==> src/hdl/tmr_pkg.sv <==
// Shared constants, register map and state structs for the 8-bit timer block
package tmr_pkg;

  localparam int unsigned ADDR_W = 12;
  localparam int unsigned PRESC_W = 10;

  // Register indices; the byte address is four times the index
  localparam logic [7:0] IDX_CTRL_A = 8'h30;
  localparam logic [7:0] IDX_CTRL_B = 8'h25;
  localparam logic [7:0] IDX_COUNT = 8'h31;
  localparam logic [7:0] IDX_CMP_A = 8'h32;
  localparam logic [7:0] IDX_CMP_B = 8'h28;
  localparam logic [7:0] IDX_MASK = 8'h6E;
  localparam logic [7:0] IDX_FLAGS = 8'h33;
  localparam logic [7:0] IDX_GLOBAL = 8'h34;

  localparam logic [7:0] RST_BYTE = 8'h00;
  localparam logic [7:0] BYTE_MAX = 8'hFF;
  localparam logic [7:0] BOTTOM = 8'h00;

  // Field positions
  localparam int unsigned BIT_FORCE_A = 7;
  localparam int unsigned BIT_FORCE_B = 6;
  localparam int unsigned BIT_WAVE_MSB = 3;
  localparam int unsigned OUT_A_LSB = 6;
  localparam int unsigned OUT_B_LSB = 4;
  localparam int unsigned FLAG_B = 2;
  localparam int unsigned FLAG_A = 1;
  localparam int unsigned FLAG_OVF = 0;
  localparam int unsigned BIT_GLOBAL = 0;

  // Clock select codes
  localparam logic [2:0] CS_STOP = 3'h0;
  localparam logic [2:0] CS_DIV1 = 3'h1;
  localparam logic [2:0] CS_DIV8 = 3'h2;
  localparam logic [2:0] CS_DIV64 = 3'h3;
  localparam logic [2:0] CS_DIV256 = 3'h4;
  localparam logic [2:0] CS_DIV1024 = 3'h5;
  localparam logic [2:0] CS_EXT_FALL = 3'h6;
  localparam logic [2:0] CS_EXT_RISE = 3'h7;

  // Prescaler masks: a tick whenever the masked low bits are all zero
  localparam logic [PRESC_W-1:0] MASK_8 = 10'h007;
  localparam logic [PRESC_W-1:0] MASK_64 = 10'h03F;
  localparam logic [PRESC_W-1:0] MASK_256 = 10'h0FF;
  localparam logic [PRESC_W-1:0] MASK_1024 = 10'h3FF;

  // Waveform generation modes
  localparam logic [2:0] MODE_NORMAL = 3'h0;
  localparam logic [2:0] MODE_PC_FF = 3'h1;
  localparam logic [2:0] MODE_CLR_MATCH = 3'h2;
  localparam logic [2:0] MODE_FAST_FF = 3'h3;
  localparam logic [2:0] MODE_PC_OCA = 3'h5;
  localparam logic [2:0] MODE_FAST_OCA = 3'h7;

  // Compare output modes
  localparam logic [1:0] OM_OFF = 2'h0;
  localparam logic [1:0] OM_TOGGLE = 2'h1;
  localparam logic [1:0] OM_CLEAR = 2'h2;
  localparam logic [1:0] OM_SET = 2'h3;

  localparam logic [1:0] RESP_OKAY = 2'h0;
  localparam logic [1:0] RESP_SLVERR = 2'h2;

  typedef struct packed {
    logic [PRESC_W-1:0] cnt;
  } tmr_presc_s;

  typedef struct packed {
    logic s1;
    logic s2;
    logic s3;
    logic level;
  } tmr_sync_s;

  typedef struct packed {
    logic              aw_have;
    logic              w_have;
    logic [ADDR_W-1:0] aw_addr;
    logic [7:0]        w_data;
    logic              w_lane0;
    logic              b_valid;
    logic [1:0]        b_resp;
    logic              r_valid;
    logic [7:0]        r_data;
    logic [1:0]        r_resp;
    logic [1:0]        out_mode_a;
    logic [1:0]        out_mode_b;
    logic [1:0]        wave_mode_low_bits;
    logic              wave_mode_msb;
    logic [2:0]        clock_source_select;
    logic [7:0]        count;
    logic [7:0]        cmp_a;
    logic [7:0]        cmp_b;
    logic [2:0]        mask;
    logic [2:0]        flags;
    logic              global_en;
    logic              dir_down;
    logic              block_match;
    logic              out_a;
    logic              out_b;
  } tmr_core_s;

endpackage : tmr_pkg

==> src/hdl/tmr_core.sv <==
// Timer top: AXI4-Lite registers, clock select, counter, compare and flags
// Behaviour
// Force A applies compare to output A
// Force B applies compare to output B
// Forced compare sets no flag, no clear
// Force bits always read back zero
// Control B bit 3 is mode MSB
// Select 000 stops; 001-101 divide I/O clock
// Select 110 falling, 111 rising pin edges
// Pin edges count even when pin driven
// Counter read/write; write blocks next match
// Compare A matched against counter continuously
// Compare B matched against counter continuously
// Request needs enable, global bit, flag
// Match B flag: set, vector or W1C clears
// Match A flag: set, vector or W1C clears
// Overflow flag: set, vector or W1C clears
// Overflow point depends on waveform mode
// Overflow at MAX, BOTTOM, or TOP per mode
// Non-PWM output modes: off, toggle, clear, set
// Pin synchronised, edge detected before counting
//
// Our own choice: the AXI4-Lite slave port.
`timescale 1ns/10ps
module tmr_core (
  input  wire logic        aclk,
  input  wire logic        aresetn,
  input  wire logic [11:0] awaddr,
  input  wire logic        awvalid,
  output logic             awready,
  input  wire logic [31:0] wdata,
  input  wire logic [3:0]  wstrb,
  input  wire logic        wvalid,
  output logic             wready,
  output logic [1:0]       bresp,
  output logic             bvalid,
  input  wire logic        bready,
  input  wire logic [11:0] araddr,
  input  wire logic        arvalid,
  output logic             arready,
  output logic [31:0]      rdata,
  output logic [1:0]       rresp,
  output logic             rvalid,
  input  wire logic        rready,
  input  wire logic        ext_count_pin,
  input  wire logic [2:0]  vector_ack,
  output logic             wave_out_a,
  output logic             wave_out_a_en,
  output logic             wave_out_b,
  output logic             wave_out_b_en,
  output logic [2:0]       irq_req,
  output logic             irq
);

  tmr_pkg::tmr_core_s st_q;
  tmr_pkg::tmr_core_s st_d;

  logic       presc_tick;
  logic       pin_rise;
  logic       pin_fall;
  logic       tick;
  logic [2:0] mode;
  logic [7:0] top;
  logic       is_pwm;
  logic       is_phase;
  logic       match_a;
  logic       match_b;
  logic       ovf;
  logic       wrap;
  logic       wr_go;
  logic       wr_hit;
  logic       cnt_wr;
  logic       force_a;
  logic       force_b;
  logic [2:0] set_fl;
  logic [2:0] clr_fl;
  logic [7:0] rd_val;
  logic       rd_hit;

  tmr_prescale #(.CNT_W(tmr_pkg::PRESC_W)) u_presc (
    .aclk    (aclk),
    .aresetn (aresetn),
    .sel     (st_q.clock_source_select),
    .tick    (presc_tick)
  );

  // The pin is sampled as an input whatever drives it
  tmr_pin_edge u_pin (
    .aclk    (aclk),
    .aresetn (aresetn),
    .pin     (ext_count_pin),
    .rise    (pin_rise),
    .fall    (pin_fall)
  );

  function automatic logic hit(input logic [11:0] a, input logic [7:0] idx);
    hit = (a[11:10] == 2'h0) && (a[9:2] == idx);
  endfunction : hit

  // Next level of one waveform output after a match or a wrap
  function automatic logic wave_next(input logic cur, input logic [1:0] om, input logic m,
                                     input logic wr, input logic pwm, input logic phase,
                                     input logic down, input logic tog_ok);
    logic v;
    v = cur;
    if (!pwm) begin
      if (m) begin
        case (om)
          tmr_pkg::OM_TOGGLE: v = ~cur;
          tmr_pkg::OM_CLEAR:  v = 1'b0;
          tmr_pkg::OM_SET:    v = 1'b1;
          default:            v = cur;
        endcase
      end
    end else if (om == tmr_pkg::OM_TOGGLE) begin
      if (m && tog_ok) begin
        v = ~cur;
      end
    end else if (om != tmr_pkg::OM_OFF) begin
      if (phase) begin
        if (m) begin
          v = (om == tmr_pkg::OM_SET) ^ down;
        end
      end else begin
        if (m) begin
          v = (om == tmr_pkg::OM_SET);
        end
        // Bottom wins, which also covers the compare-equals-top case
        if (wr) begin
          v = (om == tmr_pkg::OM_CLEAR);
        end
      end
    end
    wave_next = v;
  endfunction : wave_next

  always_comb begin
    st_d = st_q;
    mode = {st_q.wave_mode_msb, st_q.wave_mode_low_bits};
    is_pwm = st_q.wave_mode_low_bits[0];
    is_phase = (mode == tmr_pkg::MODE_PC_FF) || (mode == tmr_pkg::MODE_PC_OCA);
    top = tmr_pkg::BYTE_MAX;
    if ((mode == tmr_pkg::MODE_CLR_MATCH) || (mode == tmr_pkg::MODE_PC_OCA)
        || (mode == tmr_pkg::MODE_FAST_OCA)) begin
      top = st_q.cmp_a;
    end

    case (st_q.clock_source_select)
      tmr_pkg::CS_STOP:     tick = 1'b0;
      tmr_pkg::CS_EXT_FALL: tick = pin_fall;
      tmr_pkg::CS_EXT_RISE: tick = pin_rise;
      default:              tick = presc_tick;
    endcase

    match_a = tick && (st_q.count == st_q.cmp_a) && !st_q.block_match;
    match_b = tick && (st_q.count == st_q.cmp_b) && !st_q.block_match;
    wrap = tick && !is_phase && (st_q.count == top);


    if (is_phase) begin
      ovf = tick && st_q.dir_down && (st_q.count == tmr_pkg::BOTTOM);
    end else if (mode == tmr_pkg::MODE_FAST_OCA) begin
      ovf = tick && (st_q.count == top);
    end else begin
      ovf = tick && (st_q.count == tmr_pkg::BYTE_MAX);
    end

    if (tick) begin
      st_d.block_match = 1'b0;
      if (is_phase) begin
        if (!st_q.dir_down && (st_q.count == top)) begin
          st_d.dir_down = 1'b1;
          st_d.count = st_q.count - 1'b1;
        end else if (st_q.dir_down && (st_q.count == tmr_pkg::BOTTOM)) begin
          st_d.dir_down = 1'b0;
          st_d.count = st_q.count + 1'b1;
        end else begin
          st_d.count = st_q.dir_down ? st_q.count - 1'b1 : st_q.count + 1'b1;
        end
      end else begin
        st_d.dir_down = 1'b0;
        st_d.count = wrap ? tmr_pkg::BOTTOM : st_q.count + 1'b1;
      end
    end

    // Write channel: both halves captured, then executed in one cycle
    awready = !st_q.aw_have && !st_q.b_valid;
    wready = !st_q.w_have && !st_q.b_valid;
    if (awvalid && awready) begin
      st_d.aw_have = 1'b1;
      st_d.aw_addr = awaddr;
    end
    if (wvalid && wready) begin
      st_d.w_have = 1'b1;
      st_d.w_data = wdata[7:0];
      st_d.w_lane0 = wstrb[0];
    end
    wr_go = st_q.aw_have && st_q.w_have && !st_q.b_valid;
    wr_hit = hit(st_q.aw_addr, tmr_pkg::IDX_CTRL_A) || hit(st_q.aw_addr, tmr_pkg::IDX_CTRL_B)
           || hit(st_q.aw_addr, tmr_pkg::IDX_COUNT) || hit(st_q.aw_addr, tmr_pkg::IDX_CMP_A)
           || hit(st_q.aw_addr, tmr_pkg::IDX_CMP_B) || hit(st_q.aw_addr, tmr_pkg::IDX_MASK)
           || hit(st_q.aw_addr, tmr_pkg::IDX_FLAGS) || hit(st_q.aw_addr, tmr_pkg::IDX_GLOBAL);
    cnt_wr = wr_go && st_q.w_lane0 && hit(st_q.aw_addr, tmr_pkg::IDX_COUNT);
    // Strobes only take effect outside PWM modes; they are never stored
    force_a = wr_go && st_q.w_lane0 && hit(st_q.aw_addr, tmr_pkg::IDX_CTRL_B)
            && st_q.w_data[tmr_pkg::BIT_FORCE_A] && !is_pwm;
    force_b = wr_go && st_q.w_lane0 && hit(st_q.aw_addr, tmr_pkg::IDX_CTRL_B)
            && st_q.w_data[tmr_pkg::BIT_FORCE_B] && !is_pwm;
    clr_fl = vector_ack;
    if (wr_go) begin
      st_d.aw_have = 1'b0;
      st_d.w_have = 1'b0;
      st_d.b_valid = 1'b1;
      st_d.b_resp = wr_hit ? tmr_pkg::RESP_OKAY : tmr_pkg::RESP_SLVERR;
      if (st_q.w_lane0) begin
        if (hit(st_q.aw_addr, tmr_pkg::IDX_CTRL_A)) begin
          st_d.out_mode_a = st_q.w_data[tmr_pkg::OUT_A_LSB +: 2];
          st_d.out_mode_b = st_q.w_data[tmr_pkg::OUT_B_LSB +: 2];
          st_d.wave_mode_low_bits = st_q.w_data[1:0];
        end
        if (hit(st_q.aw_addr, tmr_pkg::IDX_CTRL_B)) begin
          st_d.wave_mode_msb = st_q.w_data[tmr_pkg::BIT_WAVE_MSB];
          st_d.clock_source_select = st_q.w_data[2:0];
        end
        if (cnt_wr) begin
          st_d.count = st_q.w_data;
          st_d.block_match = 1'b1;
        end
        if (hit(st_q.aw_addr, tmr_pkg::IDX_CMP_A)) begin
          st_d.cmp_a = st_q.w_data;
        end
        if (hit(st_q.aw_addr, tmr_pkg::IDX_CMP_B)) begin
          st_d.cmp_b = st_q.w_data;
        end
        if (hit(st_q.aw_addr, tmr_pkg::IDX_MASK)) begin
          st_d.mask = st_q.w_data[2:0];
        end
        if (hit(st_q.aw_addr, tmr_pkg::IDX_FLAGS)) begin
          clr_fl = vector_ack | st_q.w_data[2:0];
        end
        if (hit(st_q.aw_addr, tmr_pkg::IDX_GLOBAL)) begin
          st_d.global_en = st_q.w_data[tmr_pkg::BIT_GLOBAL];
        end
      end
    end
    if (st_q.b_valid && bready) begin
      st_d.b_valid = 1'b0;
    end

    // Forced strobes reach only the outputs: no flag, no counter clear
    set_fl = '0;
    set_fl[tmr_pkg::FLAG_B] = match_b;
    set_fl[tmr_pkg::FLAG_A] = match_a;
    set_fl[tmr_pkg::FLAG_OVF] = ovf;
    // A flag set in the same cycle as its clear stays set
    st_d.flags = (st_q.flags & ~clr_fl) | set_fl;

    st_d.out_a = wave_next(st_q.out_a, st_q.out_mode_a, match_a || force_a, wrap, is_pwm, is_phase,
                           st_q.dir_down, st_q.wave_mode_msb);
    st_d.out_b = wave_next(st_q.out_b, st_q.out_mode_b, match_b || force_b, wrap, is_pwm, is_phase,
                           st_q.dir_down, 1'b0);

    // Read channel
    arready = !st_q.r_valid;
    rd_hit = 1'b1;
    if (hit(araddr, tmr_pkg::IDX_CTRL_A)) begin
      rd_val = {st_q.out_mode_a, st_q.out_mode_b, 2'h0, st_q.wave_mode_low_bits};
    end else if (hit(araddr, tmr_pkg::IDX_CTRL_B)) begin
      rd_val = {4'h0, st_q.wave_mode_msb, st_q.clock_source_select};
    end else if (hit(araddr, tmr_pkg::IDX_COUNT)) begin
      rd_val = st_q.count;
    end else if (hit(araddr, tmr_pkg::IDX_CMP_A)) begin
      rd_val = st_q.cmp_a;
    end else if (hit(araddr, tmr_pkg::IDX_CMP_B)) begin
      rd_val = st_q.cmp_b;
    end else if (hit(araddr, tmr_pkg::IDX_MASK)) begin
      rd_val = {5'h00, st_q.mask};
    end else if (hit(araddr, tmr_pkg::IDX_FLAGS)) begin
      rd_val = {5'h00, st_q.flags};
    end else if (hit(araddr, tmr_pkg::IDX_GLOBAL)) begin
      rd_val = {7'h00, st_q.global_en};
    end else begin
      rd_val = tmr_pkg::RST_BYTE;
      rd_hit = 1'b0;
    end
    if (arvalid && arready) begin
      st_d.r_valid = 1'b1;
      st_d.r_data = rd_val;
      st_d.r_resp = rd_hit ? tmr_pkg::RESP_OKAY : tmr_pkg::RESP_SLVERR;
    end else if (st_q.r_valid && rready) begin
      st_d.r_valid = 1'b0;
    end
  end

  always_ff @(posedge aclk) begin
    if (!aresetn) begin
      st_q <= '0;
    end else begin
      st_q <= st_d;
    end
  end

  assign bvalid = st_q.b_valid;
  assign bresp = st_q.b_resp;
  assign rvalid = st_q.r_valid;
  assign rresp = st_q.r_resp;
  assign rdata = {24'h000000, st_q.r_data};
  assign wave_out_a = st_q.out_a;
  assign wave_out_b = st_q.out_b;
  assign wave_out_a_en = st_q.out_mode_a != tmr_pkg::OM_OFF;
  assign wave_out_b_en = st_q.out_mode_b != tmr_pkg::OM_OFF;
  assign irq_req = st_q.flags & st_q.mask & {3{st_q.global_en}};
  assign irq = |irq_req;
endmodule : tmr_core

==> src/hdl/tmr_prescale.sv <==
// Free-running prescaler giving a one-cycle tick at the selected division
`timescale 1ns/10ps
module tmr_prescale #(
  parameter int unsigned CNT_W = 10
) (
  input  wire logic       aclk,
  input  wire logic       aresetn,
  input  wire logic [2:0] sel,
  output logic            tick
);

  if (CNT_W != tmr_pkg::PRESC_W) begin : g_chk
    $error("tmr_prescale: CNT_W must equal the prescaler width");
  end

  tmr_pkg::tmr_presc_s st_q;
  tmr_pkg::tmr_presc_s st_d;
  logic [CNT_W-1:0]    msk;

  always_comb begin
    st_d = st_q;
    st_d.cnt = st_q.cnt + 1'b1;
    case (sel)
      tmr_pkg::CS_DIV8:    msk = tmr_pkg::MASK_8;
      tmr_pkg::CS_DIV64:   msk = tmr_pkg::MASK_64;
      tmr_pkg::CS_DIV256:  msk = tmr_pkg::MASK_256;
      tmr_pkg::CS_DIV1024: msk = tmr_pkg::MASK_1024;
      default:             msk = '0;
    endcase
    tick = (st_q.cnt & msk) == '0;
  end

  always_ff @(posedge aclk) begin
    if (!aresetn) begin
      st_q <= '0;
    end else begin
      st_q <= st_d;
    end
  end

endmodule : tmr_prescale

==> src/hdl/tmr_pin_edge.sv <==
// Three-stage synchroniser and edge detector for the external count pin
`timescale 1ns/10ps
module tmr_pin_edge (
  input  wire logic aclk,
  input  wire logic aresetn,
  input  wire logic pin,
  output logic      rise,
  output logic      fall
);

  tmr_pkg::tmr_sync_s st_q;
  tmr_pkg::tmr_sync_s st_d;

  always_comb begin
    st_d = st_q;
    st_d.s1 = pin;
    st_d.s2 = st_q.s1;
    st_d.s3 = st_q.s2;
    // A level only counts once the last two stages agree
    if (st_q.s2 == st_q.s3) begin
      st_d.level = st_q.s3;
    end
    rise = st_d.level & ~st_q.level;
    fall = ~st_d.level & st_q.level;
  end

  always_ff @(posedge aclk) begin
    if (!aresetn) begin
      st_q <= '0;
    end else begin
      st_q <= st_d;
    end
  end

endmodule : tmr_pin_edge

==> config.mk <==
export PLATFORM = sky130hd
export DESIGN_NAME = tmr_core
export DESIGN_NICKNAME = d
export VERILOG_FILES = /design/src/hdl/tmr_pkg.sv /design/src/hdl/tmr_core.sv /design/src/hdl/tmr_prescale.sv /design/src/hdl/tmr_pin_edge.sv
export SDC_FILE = /design/constraint.sdc
export NUM_CORES = 1
export LEC_CHECK = 0
export ABC_CLOCK_PERIOD_IN_PS = 5100
export BUFFER_PORTS_ARGS = -buffer_cell sky130_fd_sc_hd__buf_2
export CORE_MARGIN = 2
export CORE_UTILIZATION = 61
export CTS_BUF_LIST = sky130_fd_sc_hd__clkbuf_2
export DETAILED_ROUTE_END_ITERATION = 7
export PLACE_DENSITY = 0.88
export SETUP_SLACK_MARGIN = 0.5
export SYNTH_ARGS = -nofsm -noshare
export SYNTH_HDL_FRONTEND = slang
export SYNTH_SLANG_ARGS = --single-unit
==> constraint.sdc <==
create_clock -name aclk -period 5.1 [get_ports aclk]
set_clock_uncertainty 0.05 [all_clocks]
set_input_delay 1.02 -clock aclk [delete_from_list [all_inputs] [get_ports aclk]]
set_output_delay 1.02 -clock aclk [all_outputs]
set_load 0.005 [all_outputs]
=== Word level (Yosys, flattened, before mapping) ===
Cells that the tools add are included.

* Add/sub/neg operators: 3
* Eq/ne operators: 44
* Muxes and demuxes: 67
* Bitwise operators: 16
* Reductions and logical operators: 91

{| class="wikitable"
|+ Operators by type and width
! kind !! count
|-
| 8-bit 2-to-1 mux || 15
|-
| 8-bit by 6-bit == test with 1-bit output (second input constant) || 14
|-
| 27-bit 2-to-1 mux || 2
|-
| 1-bit logical AND || 45
|-
| 10-bit case mux with 4 select lines || 1
|-
| 1-bit 2-to-1 mux || 38
|-
| 8-bit == test || 3
|-
| 3-bit == test (second input constant) || 6
|-
| 3-bit 2-to-1 mux || 6
|-
| 3-bit AND reduction || 6
|-
| 8-bit by 7-bit == test with 1-bit output (second input constant) || 2
|-
| 1-bit logical OR || 12
|-
| 6-bit AND reduction || 2
|-
| 10-bit by 1-bit adder with 10-bit output (second input constant) || 1
|-
| 10-bit AND || 1
|-
| 10-bit zero test || 1
|-
| 2-bit nonzero test || 5
|-
| 3-bit AND || 3
|-
| 3-bit by 2-bit == test with 1-bit output (second input constant) || 3
|-
| 3-bit by 1-bit inequality test with 1-bit output (second input constant) || 3
|-
| 1-bit case mux with 3 select lines || 3
|-
| 8-bit by 1-bit adder with 8-bit output (second input constant) || 1
|-
| 2-bit == test (second input constant) || 4
|-
| 8-bit == test (second input constant) || 1
|-
| other kinds (21) || 43
|}

* Register bits: 96
* Bits of input ports: 71
* Output and inout port bits: 49
* Logic and storage cells: 251

=== Logic depth before layout (Yosys ltp) ===
* Depth in word-level cells: 14
* Depth in mapped cells: 9
* Mapped depth without buffers: 8

=== Hierarchy ===
A second synthesis with hierarchy kept.

* Cell total of the unflattened synthesis: 660
* Area, all modules: 5201.2 sq um

{| class="wikitable"
|+ By module, submodules not included
! module !! instances !! cells an instance !! area each (sq um) !! sequential area each (sq um)
|-
| tmr_core || 1 || 594 || 4591.9 || 1561.5
|-
| tmr_prescale || 1 || 53 || 478.0 || 200.2
|-
| tmr_pin_edge || 1 || 13 || 131.4 || 80.1
|}

=== Least setup slack after synthesis ===
OpenSTA, ideal clock, no wires.

* Path kind: input port to flip-flop
* Start point: in araddr[11]
* End point: reg st_q (netlist bit rdata[1])
* Library setup time: 0.134 ns
* Data arrival time: 2.661 ns
* Required time: 4.916 ns
* Path slack: 2.255 ns
* Stages: 6
* Path buffers: 1
* Cells stage by stage: or4b_1 clkbuf_1 nor4_2 a21oi_1 a221oi_1 a211oi_1

* Word-level cells in the longest chain between the ends: 9
* Elaborated cells on any way between the ends: 15
* Classes of those cells: mux: 7; reduce/logical: 8

{| class="wikitable"
|+ RTL lines
! what !! RTL line !! text
|-
| from (decl) || tmr_core.sv:38 || <nowiki>input wire logic [11:0] araddr,</nowiki>
|-
| 2-bit zero test (*) || tmr_core.sv:97 || <nowiki>hit = (a[11:10] == 2'h0) && (a[9:2] == idx);</nowiki>
|-
| 1-bit logical AND || tmr_core.sv:97 ||
|-
| 3-bit 2-to-1 mux || tmr_core.sv:278 || <nowiki>end else if (hit(araddr, tmr_pkg::IDX_FLAGS)) begin</nowiki>
|-
| 3-bit 2-to-1 mux || tmr_core.sv:276 || <nowiki>end else if (hit(araddr, tmr_pkg::IDX_MASK)) begin</nowiki>
|-
| 8-bit 2-to-1 mux || tmr_core.sv:274 || <nowiki>end else if (hit(araddr, tmr_pkg::IDX_CMP_B)) begin</nowiki>
|-
| 8-bit 2-to-1 mux || tmr_core.sv:272 || <nowiki>end else if (hit(araddr, tmr_pkg::IDX_CMP_A)) begin</nowiki>
|-
| 8-bit 2-to-1 mux || tmr_core.sv:270 || <nowiki>end else if (hit(araddr, tmr_pkg::IDX_COUNT)) begin</nowiki>
|-
| 8-bit 2-to-1 mux || tmr_core.sv:268 || <nowiki>end else if (hit(araddr, tmr_pkg::IDX_CTRL_B)) begin</nowiki>
|-
| 8-bit 2-to-1 mux (*) || tmr_core.sv:266 || <nowiki>if (hit(araddr, tmr_pkg::IDX_CTRL_A)) begin</nowiki>
|-
| to (signal assigned) || tmr_core.sv:299 || <nowiki>st_q <= st_d;</nowiki>
|-
| to (decl) || tmr_core.sv:55 || <nowiki>tmr_pkg::tmr_core_s st_q;</nowiki>
|}

Every way passes the cells marked *; elsewhere a longest branch is shown, timed or not.
A chain may end at the register's enable or synchronous reset.

=== Worst setup path after layout ===
* Start point: reg st_q[32] (netlist bit)
* End point: reg st_q[5] (netlist bit)

* Word-level cells in the longest chain between the ends: 5
* Elaborated cells on any way between the ends: 9
* Classes of those cells: eq/ne: 2; mux: 2; bitwise: 1; reduce/logical: 4

{| class="wikitable"
|+ RTL lines
! what !! RTL line !! text
|-
| 8-bit == test (on tied branches) || tmr_core.sv:165, tmr_core.sv:163 ||
|-
| 1-bit logical AND (on tied branches) || tmr_core.sv:165, tmr_core.sv:163 ||
|-
| 1-bit 2-to-1 mux || tmr_core.sv:162 || <nowiki>end else if (mode == tmr_pkg::MODE_FAST_OCA) begin</nowiki>
|-
| 1-bit 2-to-1 mux (*) || tmr_core.sv:160 || <nowiki>if (is_phase) begin</nowiki>
|-
| 3-bit OR (*) || tmr_core.sv:256 || <nowiki>st_d.flags = (st_q.flags & ~clr_fl) | set_fl;</nowiki>
|}

Marks and branches as above.

==> impl_metrics.sql <==
INSERT INTO impl_metrics (metric_group, metric, value, unit) VALUES
('critical_path', 'path_cells', 'and2b_2, a2111oi_4, and2_1, a21boi_2, o22ai_1, a2111o_1, a21oi_1', ''),
('timing', 'final-setup-viol-count', '0', ''),
('place', 'detailedPlace.worstSlack', '1740', 'ps'),
('cts', 'cts.sinks', '92', ''),
('global_route', 'gr-total-overflow', '0', ''),
('final_layout', 'antenna_cells_inserted', '0', ''),
('critical_path', 'critical_path.slowest_cell', 'dfxtp_1', ''),
('cts', 'cts-hold-fix-buffers', '0', ''),
('power', 'sw_frac_of_total', '29.8', '%'),
('critical_path', 'cp.depth', '7', ''),
('global_route', 'total_track_usage', '29.1', '%'),
('timing', 'final-max-slew-violation-count', '0', ''),
('global_route', 'initial_antenna_violation_count', '0', ''),
('cts', 'cts_tree', 'done', ''),
('synthesis', 'synth_area', '0.00542', 'mm^2'),
('synthesis', 'synth_cell_types', '79', ''),
('status', 'run_status', 'finished clean', ''),
('critical_path', 'worst-path-max-fanout', '11', ''),
('floorplan', 'floorplan.die.height', '98.2', 'um'),
('synthesis', 'postSynth.topFlopCell', 'dfxtp_1', ''),
('global_route', 'grt_first_pass_wirelength', '22.7', 'mm'),
('global_route', 'via_count_of_the_first_global_routing_pass', '4601', ''),
('detailed_routing', 'wl_per_cell', '17.5', 'um'),
('timing', 'finalHoldViolations', '0', ''),
('floorplan', 'die_w', '98.2', 'um'),
('critical_path', 'setup_crit_end', 'st_q[5]', ''),
('critical_path', 'rr_endpoint', 'st_q[5]', ''),
('power', 'cellLeakagePower', '0.00227', 'uW'),
('cts', 'ctsLongestPathBuffers', '2', ''),
('critical_path', 'r2r_slack', '2110', 'ps'),
('detailed_routing', 'postRouteAntennaNets', '0', ''),
('final_layout', 'leading_cell_types_in_the_layout_fill_and_taps_excluded', '92 x dfxtp_1, 75 x nor2_1, 70 x nand2_1, 62 x buf_2, 51 x a21oi_1', ''),
('final_layout', 'seq_area', '0.00184', 'mm^2'),
('run', 'max-cap-violations', '0', ''),
('power', 'internal_pwr_total', '854', 'uW'),
('critical_path', 'reg2regPathDepth', '7', ''),
('hold_path', 'launch_instance_of_the_worst_min_delay_path', 'u_pin.st_d[2]', ''),
('critical_path', 'critical_path_class', 'flop to flop', ''),
('final_layout', 'multiInputGateArea', '0.00312', 'mm^2'),
('floorplan', 'boundaryPins', '120', ''),
('floorplan', 'row_count', '34', ''),
('power', 'p_sw', '363', 'uW'),
('synthesis', 'asyncSetResetFlopFracSynth', '0', '%'),
('cts', 'cts.clk_slew.worst_paths', '260', 'ps'),
('floorplan', 'design.core.area', '0.00868', 'mm^2'),
('final_layout', 'final_nets', '760', ''),
('power', 'power.density', '219', 'mW/mm^2'),
('place', 'routabilityCongestion', '1.01', ''),
('place', 'buffer_ports.inserted', '62', ''),
('global_route', 'pin_count_of_the_biggest_net_entering_global_routing', '74', ''),
('final_layout', 'post_route_cells_drive_above_1_share', '15.2', '%'),
('timing', 'timing_worst_slew_pin_value', '1310', 'ps'),
('detailed_routing', 'avgViaCountPerCell', '6.23', ''),
('final_layout', 'syn2layout_area_growth', '2.59', '%'),
('cts', 'post_cts_resize_count', '0', ''),
('critical_path', 'path_delay_family', 'compound AO/OA/AOI/OAI gates', ''),
('detailed_routing', 'routed_wl', '14.0', 'mm'),
('synthesis', 'synth_area_per_cell', '8.17', 'um^2'),
('critical_path', 'critical_path_required', '5580', 'ps'),
('power', 'clock_power_share', '27.9', '%'),
('timing', 'timing.slew.headroom', '12.3', '%'),
('floorplan', 'start_util', '62.4', '%'),
('synthesis', 'synth.yosys.warnings', '0', ''),
('final_layout', 'fill_cells', '758', ''),
('cts', 'number_of_buffers_inserted_during_clock_tree_synthesis', '9', ''),
('critical_path', 'worstReg2RegStart', 'st_q[32]', ''),
('cts', 'worstSkewPairLatency', '590', 'ps'),
('timing', 'max_freq', '335', 'MHz'),
('detailed_routing', 'drcViolationCount', '0', ''),
('synthesis', 'yosys_register_bits', '92', ''),
('power', 'worst_ir_drop_vdd', '178', 'uV');
## worst register-to-register path, stage by stage (launching register included)
cell       delay (ps)
dfxtp_1           690
and2b_2           310
a2111oi_4         380
and2_1            240
a21boi_2          510
o22ai_1           150
a2111o_1          480
a21oi_1           130
## synth_stat cells, types with 5 or more instances
library cell   n  area [um^2]
a211oi_1       5         37.5
a21oi_1       51          255
a221oi_1      14          123
and2_1        10         62.6
and3_1        11         68.8
buf_4         37          278
clkbuf_1      26         97.6
dfxtp_1       92         1840
inv_1         12         45.0
mux2i_1       34          340
nand2_1       70          263
nand2b_1      13         81.3
nand3_1       17         85.1
nand4_1        5         31.3
nor2_1        75          282
nor2b_1       10         62.6
nor3_1        16         80.1
nor3b_1        6         45.0
o21ai_0       25          125
o31ai_1        8         60.1
or3_1          7         43.8
xnor2_1       13          114
xor2_1         7         61.3
## cell type report
type | instances | area share, %
timing repair buffer | 62 | 5.58
sequential | 92 | 33.1
tap | 108 | 2.43
inverter | 14 | 0.946
clock inverter | 7 | 0.900
multi-input combinational | 507 | 56.2
clock buffer | 9 | 0.810
## stage by stage
stage               instances  util (%)  total power [uW]  hold slack (ps)  cell area, um^2
floorplan                 688         -               866              362             5510
global placement          783      62.9               882              366             5460
detailed placement        783      62.9               888              378             5460
CTS                       799      64.0              1210              430             5560
global route              799      64.0              1270              448             5560
finish                    799      64.0              1220              426             5560
## sequential cells by signal (all words and copies together) (netlist names)
name,flops
wave_out_a,1
st_q,61
rresp,1
bvalid,1
is_pwm,1
bresp,1
wave_out_b,1
u_presc.st_q,10
u_pin.st_d,2
rvalid,1
mode,2
u_pin.st_q,2
rdata,8
## how the worst min path moves through the flow
| stage | endpoint | slack, ps | cells past startpoint |
|---|---|---|---|
| floorplan | u_pin.st_d[1] | 360 | 1 |
| global placement | u_pin.st_d[1] | 370 | 1 |
| global route | u_pin.st_d[1] | 450 | 1 |
| CTS | u_pin.st_d[1] | 430 | 1 |
| detailed placement | u_pin.st_d[1] | 380 | 1 |
| finish | u_pin.st_d[1] | 430 | 1 |
## power groups by stage
stage	clock (uW)	combinational, uW	sequential, uW
floorplan	0	98.7	767
global placement	0	105	777
detailed placement	0	109	779
CTS	336	110	766
global route	373	125	771
finish	339	111	767
## cells by family (layout without fill, tap and decap cells)
group	Yosys count	after routing	synth area share [%]
compound gates	149	149	19.3
xor+xnor	20	20	3.23
fa+ha+maj	3	3	0.693
buf+inv	89	92	10.1
flops	92	92	34.0
mux	35	35	6.49
other cells	1	26	0.0692
simple gates	274	274	26.1
## metal layers
layer,GRT usage (%),vias up,wire [um]
met4,13.2,0,484
li1,-,2353,-
met5,0,-,0
met1,36.4,2294,5780
met2,48.2,273,6530
met3,6.37,58,1210
Note: power is estimated with default switching activity, not from simulation.
